<file path="src/rtl/disk_sync_pkg.sv">
package disk_sync_pkg;

  localparam int CLK_HZ          = 25_000_000;
  localparam int ONESHOT_US      = 4000;
  // Longest hold, so rounded down to whole cycles
  localparam int ONESHOT_CYCLES  = ONESHOT_US * (CLK_HZ / 1_000_000);

  localparam int STAGES          = 6;
  localparam int STEPS           = 12;
  localparam int SEGMENTS        = 6;
  localparam int MOTOR_PHASES    = 4;
  localparam int MOTOR_SPACING   = 3;
  localparam int PIN_FLOPS       = 3;

  localparam logic [5:0] STATE_RESET = 6'h00;
  localparam logic [3:0] STEP_LAST   = 4'hB;

  // Bit positions of the position code inside the shift register
  localparam int PHASE1_BIT = 1;
  localparam int PHASE2_BIT = 3;
  localparam int PHASE3_BIT = 5;

  // Position codes in order, written phase1 phase2 phase3
  localparam logic [2:0] CODE_SEQ [SEGMENTS] = '{3'h0, 3'h4, 3'h6, 3'h7, 3'h3, 3'h1};

  typedef enum logic {
    OS_IDLE = 1'b0,
    OS_HOLD = 1'b1
  } oneshot_state_type;

endpackage

</file>
<file path="src/rtl/disk_sync_sequencer.sv">
// Operation
// - Motor drive runs at one twelfth of the incoming drive frequency.
// - Each one-shot pulse advances the six-stage shift register once.
// - Inverted feedback walks the register through twelve distinct states.
// - Four motor drives, each high two steps, equally spaced around the cycle.
// - One idle step with no motor drive between consecutive drives.
// - Sync switch up forces all motor drives low; position code keeps running.
// - Position code changes six times per cycle, every second step.
// - Codes run 000, 100, 110, 111, 011, 001 as phase1 phase2 phase3.
// - Every second one-shot pulse, and only that, goes out on the host clock.
// - Host clock pulse covers the segment boundary where the code changes.
// - One-shot holds each pulse about four milliseconds.
// - Active-low valid flag accompanies the code; high while the code changes.
`timescale 1ns/1ps
`default_nettype none

module disk_sync_sequencer
  import disk_sync_pkg::*;
#(
  parameter int HOLD_CYCLES = ONESHOT_CYCLES
)(
  input  wire logic                    ref_clk,
  input  wire logic                    sys_rst,
  input  wire logic                    drive_in,
  input  wire logic                    sync_up_in,
  output var  logic [MOTOR_PHASES-1:0] motor_drive,
  output var  logic [2:0]              phase_code,
  output var  logic                    host_clock,
  output var  logic                    code_valid_n
);

  localparam int CW = $clog2(HOLD_CYCLES + 1);
  localparam logic [CW-1:0] HOLD_LAST = CW'(HOLD_CYCLES - 1);

  // Johnson states have at most one place where neighbouring bits differ
  function automatic logic state_legal(input logic [STAGES-1:0] s);
    int edges;
    edges = 0;
    for (int i = 0; i < STAGES - 1; i++) begin
      if (s[i] != s[i+1]) begin
        edges++;
      end
    end
    return edges <= 1;
  endfunction

  // Position in the twelve-step cycle, 0 for the all-zero state
  function automatic logic [3:0] step_index(input logic [STAGES-1:0] s);
    logic [3:0] ones;
    ones = 4'h0;
    for (int i = 0; i < STAGES; i++) begin
      ones = ones + {3'h0, s[i]};
    end
    return s[STAGES-1] ? 4'(STEPS) - ones : ones;
  endfunction

  function automatic logic [2:0] next_code(input logic [2:0] c);
    logic [2:0] n;
    n = CODE_SEQ[0];
    for (int i = 0; i < SEGMENTS; i++) begin
      if (c == CODE_SEQ[i]) begin
        n = CODE_SEQ[(i + 1) % SEGMENTS];
      end
    end
    return n;
  endfunction

  logic drive_rise;
  logic sync_up_lvl;

  pin_conditioner u_drive_pin (
    .ref_clk (ref_clk),
    .sys_rst (sys_rst),
    .pin_in  (drive_in),
    .level_q (),
    .rise_q  (drive_rise)
  );

  pin_conditioner u_sync_pin (
    .ref_clk (ref_clk),
    .sys_rst (sys_rst),
    .pin_in  (sync_up_in),
    .level_q (sync_up_lvl),
    .rise_q  ()
  );

  oneshot_state_type        os_state_q;
  oneshot_state_type        os_state_d;
  logic [CW-1:0]            hold_cnt_q;
  logic [CW-1:0]            hold_cnt_d;
  logic                     pass_q;
  logic                     pass_d;
  logic                     trig;
  logic [STAGES-1:0]        state_q;
  logic [STAGES-1:0]        state_d;
  logic [3:0]               step_d;
  logic [MOTOR_PHASES-1:0]  motor_d;
  logic [2:0]               phase_d;
  logic                     clock_d;

  // One-shot is not retriggerable: edges during a pulse are ignored
  assign trig = drive_rise & (os_state_q == OS_IDLE);

  always_comb begin
    os_state_d = os_state_q;
    hold_cnt_d = hold_cnt_q;
    pass_d     = pass_q;
    state_d    = state_q;
    case (os_state_q)
      OS_IDLE: begin
        if (trig) begin
          os_state_d = OS_HOLD;
          hold_cnt_d = HOLD_LAST;
        end
      end
      OS_HOLD: begin
        if (hold_cnt_q == '0) begin
          os_state_d = OS_IDLE;
        end else begin
          hold_cnt_d = hold_cnt_q - CW'(1);
        end
      end
      default: begin
        os_state_d = OS_IDLE;
      end
    endcase
    if (!state_legal(state_q)) begin
      state_d = STATE_RESET;
    end else if (trig) begin
      state_d = {state_q[STAGES-2:0], ~state_q[STAGES-1]};
    end
    // Even steps are segment boundaries, so that pulse reaches the host
    if (trig) begin
      pass_d = (state_d[0] == state_d[1]) && (state_d[2] == state_d[3]) && (state_d[4] == state_d[5]);
    end
    clock_d = (os_state_d == OS_HOLD) & pass_d;
    step_d  = step_index(state_d);
    phase_d = {state_d[PHASE1_BIT], state_d[PHASE2_BIT], state_d[PHASE3_BIT]};
    for (int m = 0; m < MOTOR_PHASES; m++) begin
      // Each phase two steps on, one idle step before the next phase: twelve steps per revolution
      motor_d[m] = ~sync_up_lvl &
                   ((step_d == 4'(MOTOR_SPACING * m)) ||
                    (step_d == 4'(MOTOR_SPACING * m + 1)));
    end
  end

  always_ff @(posedge ref_clk or posedge sys_rst) begin
    if (sys_rst) begin
      os_state_q   <= OS_IDLE;
      hold_cnt_q   <= '0;
      pass_q       <= 1'b0;
      state_q      <= STATE_RESET;
      motor_drive  <= '0;
      phase_code   <= 3'h0;
      host_clock   <= 1'b0;
      code_valid_n <= 1'b0;
    end else begin
      os_state_q   <= os_state_d;
      hold_cnt_q   <= hold_cnt_d;
      pass_q       <= pass_d;
      state_q      <= state_d;
      motor_drive  <= motor_d;
      phase_code   <= phase_d;
      host_clock   <= clock_d;
      code_valid_n <= clock_d;
    end
  end

  // Checks

  logic [3:0] step_q;
  assign step_q = step_index(state_q);
endmodule

`default_nettype wire

</file>
<file path="src/rtl/pin_conditioner.sv">
`timescale 1ns/1ps
`default_nettype none

module pin_conditioner
  import disk_sync_pkg::*;
(
  input  wire logic ref_clk,
  input  wire logic sys_rst,
  input  wire logic pin_in,
  output var  logic level_q,
  output var  logic rise_q
);

  logic [PIN_FLOPS-1:0] sync_q;
  logic [PIN_FLOPS-1:0] sync_d;
  logic                 level_d;
  logic                 rise_d;

  // Stage 0 feeds only stage 1; the filter looks at stages 1 and 2
  always_comb begin
    sync_d  = {sync_q[PIN_FLOPS-2:0], pin_in};
    level_d = level_q;
    rise_d  = 1'b0;
    if (sync_q[1] == sync_q[2]) begin
      level_d = sync_q[2];
      rise_d  = sync_q[2] & ~level_q;
    end
  end

  always_ff @(posedge ref_clk or posedge sys_rst) begin
    if (sys_rst) begin
      sync_q  <= '0;
      level_q <= 1'b0;
      rise_q  <= 1'b0;
    end else begin
      sync_q  <= sync_d;
      level_q <= level_d;
      rise_q  <= rise_d;
    end
  end

endmodule

`default_nettype wire

</file>
<file path="config.mk">
export PLATFORM = sky130hd
export DESIGN_NAME = disk_sync_sequencer
export DESIGN_NICKNAME = d
export VERILOG_FILES = /design/src/rtl/disk_sync_pkg.sv /design/src/rtl/disk_sync_sequencer.sv /design/src/rtl/pin_conditioner.sv
export SDC_FILE = /design/constraint.sdc
export NUM_CORES = 1
export LEC_CHECK = 0
export ABC_AREA = 1
export BUFFER_PORTS_ARGS = -buffer_cell sky130_fd_sc_hd__buf_4
export CORE_ASPECT_RATIO = 1.75
export CORE_MARGIN = 10
export CORE_UTILIZATION = 55
export DETAILED_ROUTE_END_ITERATION = 8
export PLACE_DENSITY = 0.76
export SYNTH_ARGS = -nofsm -noshare
export SYNTH_HDL_FRONTEND = slang
export SYNTH_HIERARCHICAL = 1
export SYNTH_SLANG_ARGS = --single-unit
export TNS_END_PERCENT = 20
</file>
<file path="constraint.sdc">
create_clock -name ref_clk -period 4.8 [get_ports ref_clk]
set_input_delay 0.96 -clock ref_clk [delete_from_list [all_inputs] [get_ports ref_clk]]
set_output_delay 0.96 -clock ref_clk [all_outputs]
set_load 0.005 [all_outputs]
</file>
==> Yosys cells after proc, flatten, opt, wreduce, memory -nomap -nowiden <==
Cells that the tools add are included.
{ "op_classes": {"add_sub_neg": 11, "magnitude_cmp": 1, "eq_ne": 19, "mux": 16, "bitwise": 11, "reduce_logical": 9} }
{ "ops": {"columns": ["cell", "n"], "rows": [
  ["adder 32 x 2 -> 32 bit, second input constant", 4],
  ["2-to-1 mux 32 bit", 4],
  ["2-to-1 mux 17 bit", 2],
  ["case mux 17 bit (2 select lines)", 1],
  ["less-or-equal comparator 32 x 2 -> 1 bit, second input constant", 1],
  ["zero test 17 bit", 1],
  ["subtractor 17 x 1 -> 17 bit, second input constant", 1],
  ["== test 4 x 3 -> 1 bit, second input constant", 3],
  ["2-to-1 mux 6 bit", 2],
  ["adder 4 x 1 -> 4 bit", 2],
  ["== test 4 bit, second input constant", 2],
  ["bitwise AND 1 bit", 7],
  ["== test 1 bit", 5],
  ["2-to-1 mux 1 bit", 5],
  ["!= test 1 bit", 5],
  ["adder 3 x 1 -> 4 bit", 1],
  ["== test 4 x 1 -> 1 bit, second input constant", 1],
  ["== test 4 x 2 -> 1 bit, second input constant", 1],
  ["zero test 4 bit", 1],
  ["logical OR 1 bit", 4],
  ["2-to-1 mux 4 bit", 1],
  ["!= test 2 bit, second input constant", 2],
  ["NOT 1 bit", 4],
  ["subtractor 4 bit, first input constant", 1],
  ["5 further kinds", 6]
]} }
{ "totals": {"ff_bits": 42, "in_bits": 4, "out_inout_bits": 9, "word_cells": 79} }

==> Longest topological paths before layout <==
{ "depth": {"word_depth": 22, "ltp_mapped": 36, "mapped_depth_nobuf": 36} }

==> Cells and area by module <==
Netlist, hierarchy kept.
{ "by_module_without_submodules": {"columns": ["module", "n_inst", "cells_per_inst", "area_each_um2", "seq_area_each_um2"], "rows": [
  ["disk_sync_sequencer", 1, 288, 2114.5, 750.7],
  ["pin_conditioner", 2, 11, 148.9, 125.1]
]} }

==> Worst setup path after synthesis <==
Ideal clock, no wire load.
{ "synth_path": {"path_kind": "reg2reg", "start": "register state_q[1]", "end": "register motor_drive[1]", "setup_time_ns": 0.072, "arrival_ns": 5.021, "t_required_ns": 4.728, "setup_slack_ns": -0.293, "stages_incl_launch_ff": 34, "n_path_buf": 0, "synth_period_minus_slack_ns": 5.093, "cell_sequence": "dfrtp_1 inv_2 nand2_1 nand2_1 ha_1 inv_1 nand2_1 nand2_1 inv_1 ha_1 nor2_1 inv_1 nand2_1 inv_1 ha_1 or2_2 nand2_4 nand2_4 a21oi_1 fa_1 inv_1 fa_1 inv_1 ha_1 fa_1 inv_1 ha_1 xnor2_1 nand4_2 nand2_1 nand2_1 nor2_1 nor2_1 nor2_1"} }
{ "synth_between": {"elab_chain_len": 22, "elab_cells_between_ends": 25, "classes_between": "10 x add/sub; 1 x order compare; 4 x eq/ne; 8 x mux; 1 x bitwise; 1 x reduce/logical"} }
{ "synth_rtl": {"columns": ["element", "line", "source"], "rows": [
  ["start, declared", "disk_sync_sequencer.sv:94", "logic [STAGES-1:0] state_q;"],
  ["start signal, assigned", "disk_sync_sequencer.sv:161", "state_q <= state_d;"],
  ["!= test 1 bit", "disk_sync_sequencer.sv:40", "if (s[i] != s[i+1]) begin"],
  ["2-to-1 mux 1 bit", "disk_sync_sequencer.sv:40", null],
  ["adder 32 x 2 -> 32 bit", "disk_sync_sequencer.sv:41", "edges++;"],
  ["2-to-1 mux 32 bit", "disk_sync_sequencer.sv:40", null],
  ["adder 32 x 2 -> 32 bit", "disk_sync_sequencer.sv:41", null],
  ["2-to-1 mux 32 bit", "disk_sync_sequencer.sv:40", null],
  ["adder 32 x 2 -> 32 bit", "disk_sync_sequencer.sv:41", null],
  ["2-to-1 mux 32 bit", "disk_sync_sequencer.sv:40", null],
  ["[4 not listed]", null, null],
  ["named net state_d[1]", "disk_sync_sequencer.sv:95", "logic [STAGES-1:0] state_d;"],
  ["[2 not listed]", null, null],
  ["adder 3 x 1 -> 4 bit *", "disk_sync_sequencer.sv:52", "ones = ones + {3'h0, s[i]};"],
  ["adder 4 x 1 -> 4 bit * (2 in series)", "disk_sync_sequencer.sv:52", null],
  ["subtractor 4 bit", "disk_sync_sequencer.sv:54", "return s[STAGES-1] ? 4'(STEPS) - ones : ones;"],
  ["2-to-1 mux 4 bit *", "disk_sync_sequencer.sv:54", null],
  ["== test 4 x 2 -> 1 bit / == test 4 x 3 -> 1 bit (equally long branches)", "disk_sync_sequencer.sv:142, disk_sync_sequencer.sv:143", null],
  ["logical OR 1 bit *", "disk_sync_sequencer.sv:142", "((step_d == 4'(MOTOR_SPACING * m)) ||"],
  ["bitwise AND 1 bit *", "disk_sync_sequencer.sv:141", "motor_d[m] = ~sync_up_lvl &"],
  ["named net motor_d[1]", "disk_sync_sequencer.sv:97", "logic [MOTOR_PHASES-1:0] motor_d;"],
  ["end signal, assigned", "disk_sync_sequencer.sv:162", "motor_drive <= motor_d;"],
  ["end, declared", "disk_sync_sequencer.sv:26", "output var logic [MOTOR_PHASES-1:0] motor_drive,"]
]} }
Mark *: on every way through the listed nets, which the timed path passes. The rest lies on a longest branch.
A chain may end at the register's enable or synchronous reset.

==> Worst setup path after layout <==
{ "layout_path": {"start": "register state_q[0]", "end": "register motor_drive[1]"} }
Same word-level chain as after synthesis.

==> results.json <==
{
  "status": "finished with violations",
  "violations": "negative setup slack",
  "clock.fmax_ghz": 0.200,
  "diodes": 0,
  "fin_area_sq_um": 2930,
  "use_met3": 0.0212,
  "io_pins": 13,
  "cts_buffers": 5,
  "syn-instance-count": 308,
  "drt_wl_total_microns": 5160,
  "die_y_microns": 107,
  "busiest_layer": "met2",
  "drv_slew": 0,
  "cts-hold-fix-buffers": 0,
  "core_sq_um": 4150,
  "stdcell_count": 401,
  "initial_core_util": 0.574,
  "tightest_slew_ps": 592,
  "peakVddDrop_uv": 398,
  "rrSetupSlack_ps": -200,
  "rows": 31,
  "hold_path_depth": 0,
  "die_x_microns": 69.8,
  "post-dp-hpwl_microns": 3850,
  "rr_worst_depth": 33,
  "critPathKind": "flip-flop to flip-flop",
  "hold_path_class": "flip-flop to flip-flop",
  "grt_util_met2": 0.285,
  "grt_use_met1": 0.132,
  "reg2reg_to": "motor_drive[1]$_DFF_PP0_",
  "final_antenna_net_count": 0,
  "p_leak_nw": 1.49,
  "min_from": "u_sync_pin/sync_q[0]$_DFF_PP0_",
  "grt_pass1_vias": 2192,
  "avgRoutedWirePerCell_microns": 12.9,
  "crit-reg2reg-launch": "state_q[0]$_DFF_PP0_",
  "clkTransAtPathRegs_ps": 80,
  "layout-drive-gt1-share": 0.290,
  "port_buffers": 12,
  "end_kind": "flip-flop",
  "grt_pass1_wl_microns": 9070,
  "synth_area_sq_um": 2380,
  "ctsHtreeMaxLevel": 2,
  "clockRootBuffer": "clkbuf_8",
  "pwr_density_cell_nw_per_um2": 569,
  "vias": 2112,
  "syn2layout_area_growth_pct": 23.1,
  "layout_setup_ws_ps": -196,
  "yosysWarnings": 6,
  "cp_slowest_cell": "fa_1",
  "hold_viol_final": 0,
  "cpMostUsedCell": "inv_1",
  "synthesis.nets": 322,
  "dieArea_sq_um": 7470,
  "cts_buffer_depth": 2,
  "skew_ps": 5.57,
  "routabilityCongestion": 0.848,
  "clk_latency_ps": 290,
  "maxCapViolations": 0,
  "cpPeakStageDelay_ps": 540,
  "cts.sinks": 39,
  "drc": 0,
  "cp-start-kind": "flip-flop",
  "holdWs_ps": 354,
  "critPathArrivalTime_ps": 5180,
  "setup_violations": 4,
  "post_drt_via_cell_ratio": 5.27,
  "cts_tree": "built",
  "min_to": "u_sync_pin/sync_q[1]$_DFF_PP0_",
  "gr-usage-all-layers": 0.142,
  "timing.final.crit_period_ps": 5000,
  "cp.required_ps": 4980,
  "slew_headroom": 0.602,
  "firstDrtPassIters": 4,
  "antenna_found_initial": 0,
  "finalCritPeriodShare": 1.04,
  "placed_area_sq_um": 2720,
  "avgSynthCellArea_sq_um": 7.74,
  "cp_max_fo": 5,
  "fin_nets": 365,
  "grt_setup_unrepaired": "yes",
  "place_inst": 386,
  "grt_overflow": 0,
  "grt_max_degree": 31,
  "drt_iter0_drc": 92
}
-- cell usage in the layout (no fill, tap or decap), types with 2 or more instances in the layout --
cell         n
nand3_1     17
nand4_1      6
nand3_2      3
ha_2         2
o21ai_0     19
or2_2        2
nor2_1      34
clkinvlp_4   2
a21oi_4      2
xor2_1       4
nand2_1     61
nor2_4       3
ha_1         3
nor4_1       2
fa_1         3
nand2_4      7
inv_2        6
dfrtp_1     38
ha_4         2
nor3_1       4
nand2_2     15
a21oi_1     10
clkbuf_8     5
buf_4       42
inv_1       46
-- area by class of cell --
type	count	area, sq um
fill	346	1220
clock buffer	5	68.8
timing repair buffer	42	315
sequential	39	977
clock inverter	3	20.0
multi-input combinational	210	1290
tap	49	61.3
inverter	53	201
-- repair_timing --
action                     4_1_cts  5_1_grt
hold endpoints to repair         0        0
resized for setup               13        5
setup buffers                    6        1
pin swaps                       17        2
setup endpoints to repair        4        4
-- through the flow --
| step | setup slack (ps) | power [mW] | setup TNS (ps) | utilization |
|---|---|---|---|---|
| floorplan | -107 | 1.11 | -169 | - |
| global placement | -268 | 1.33 | -864 | 0.655 |
| detailed placement | -375 | 1.36 | -1240 | 0.655 |
| CTS | -155 | 1.66 | -474 | 0.702 |
| global route | -536 | 1.82 | -1870 | 0.707 |
| finish | -196 | 1.67 | -571 | 0.707 |
-- sequential cells by signal, indices dropped and copies added, names as in the netlist --
name	cells
u_sync_pin/level_q	1
state_q	5
motor_drive	4
hold_cnt_q	17
u_drive_pin/sync_q	3
u_sync_pin/sync_q	3
os_state_q	1
phase_code	1
u_drive_pin/level_q	1
u_drive_pin/rise_q	1
pass_q	1
code_valid_n	1
-- where the power goes --
group          total, mW  switching (mW)  internal [mW]
logic              0.961           0.555          0.406
clock network      0.219           0.118          0.101
registers          0.490          0.0712          0.418
-- per-layer routing --
metal / routed length, microns / up-vias
li1: - / 1050
met1: 1850 / 1011
met2: 3020 / 38
met3: 126 / 13
met4: 155 / 0
met5: 0 / -
-- worst max-delay path: cells and delay by family, from the launching register on --
family / cells / cell delay [ps]
AOI/OAI and AO/OA: 1 / 40
buffers and inverters: 8 / 510
DFF: 1 / 410
and+or+nand+nor: 16 / 1230
adders and majority gates: 8 / 2670
-- worst max path at each step --
stage | start | slack, ps | to | depth (start not counted)
6_report | state_q[0]$_DFF_PP0_ | -200 | motor_drive[1]$_DFF_PP0_ | 33
5_1_grt | state_q[0]$_DFF_PP0_ | -540 | motor_drive[1]$_DFF_PP0_ | 34
4_1_cts | state_q[1]$_DFF_PP0_ | -160 | motor_drive[0]$_DFF_PP0_ | 34
3_5_place_dp | state_q[1]$_DFF_PP0_ | -380 | motor_drive[1]$_DFF_PP0_ | 35
3_3_place_gp | state_q[1]$_DFF_PP0_ | -270 | motor_drive[1]$_DFF_PP0_ | 35
2_1_floorplan | state_q[1]$_DFF_PP0_ | -110 | motor_drive[1]$_DFF_PP0_ | 33
Note: power is estimated with default switching activity, not from simulation.
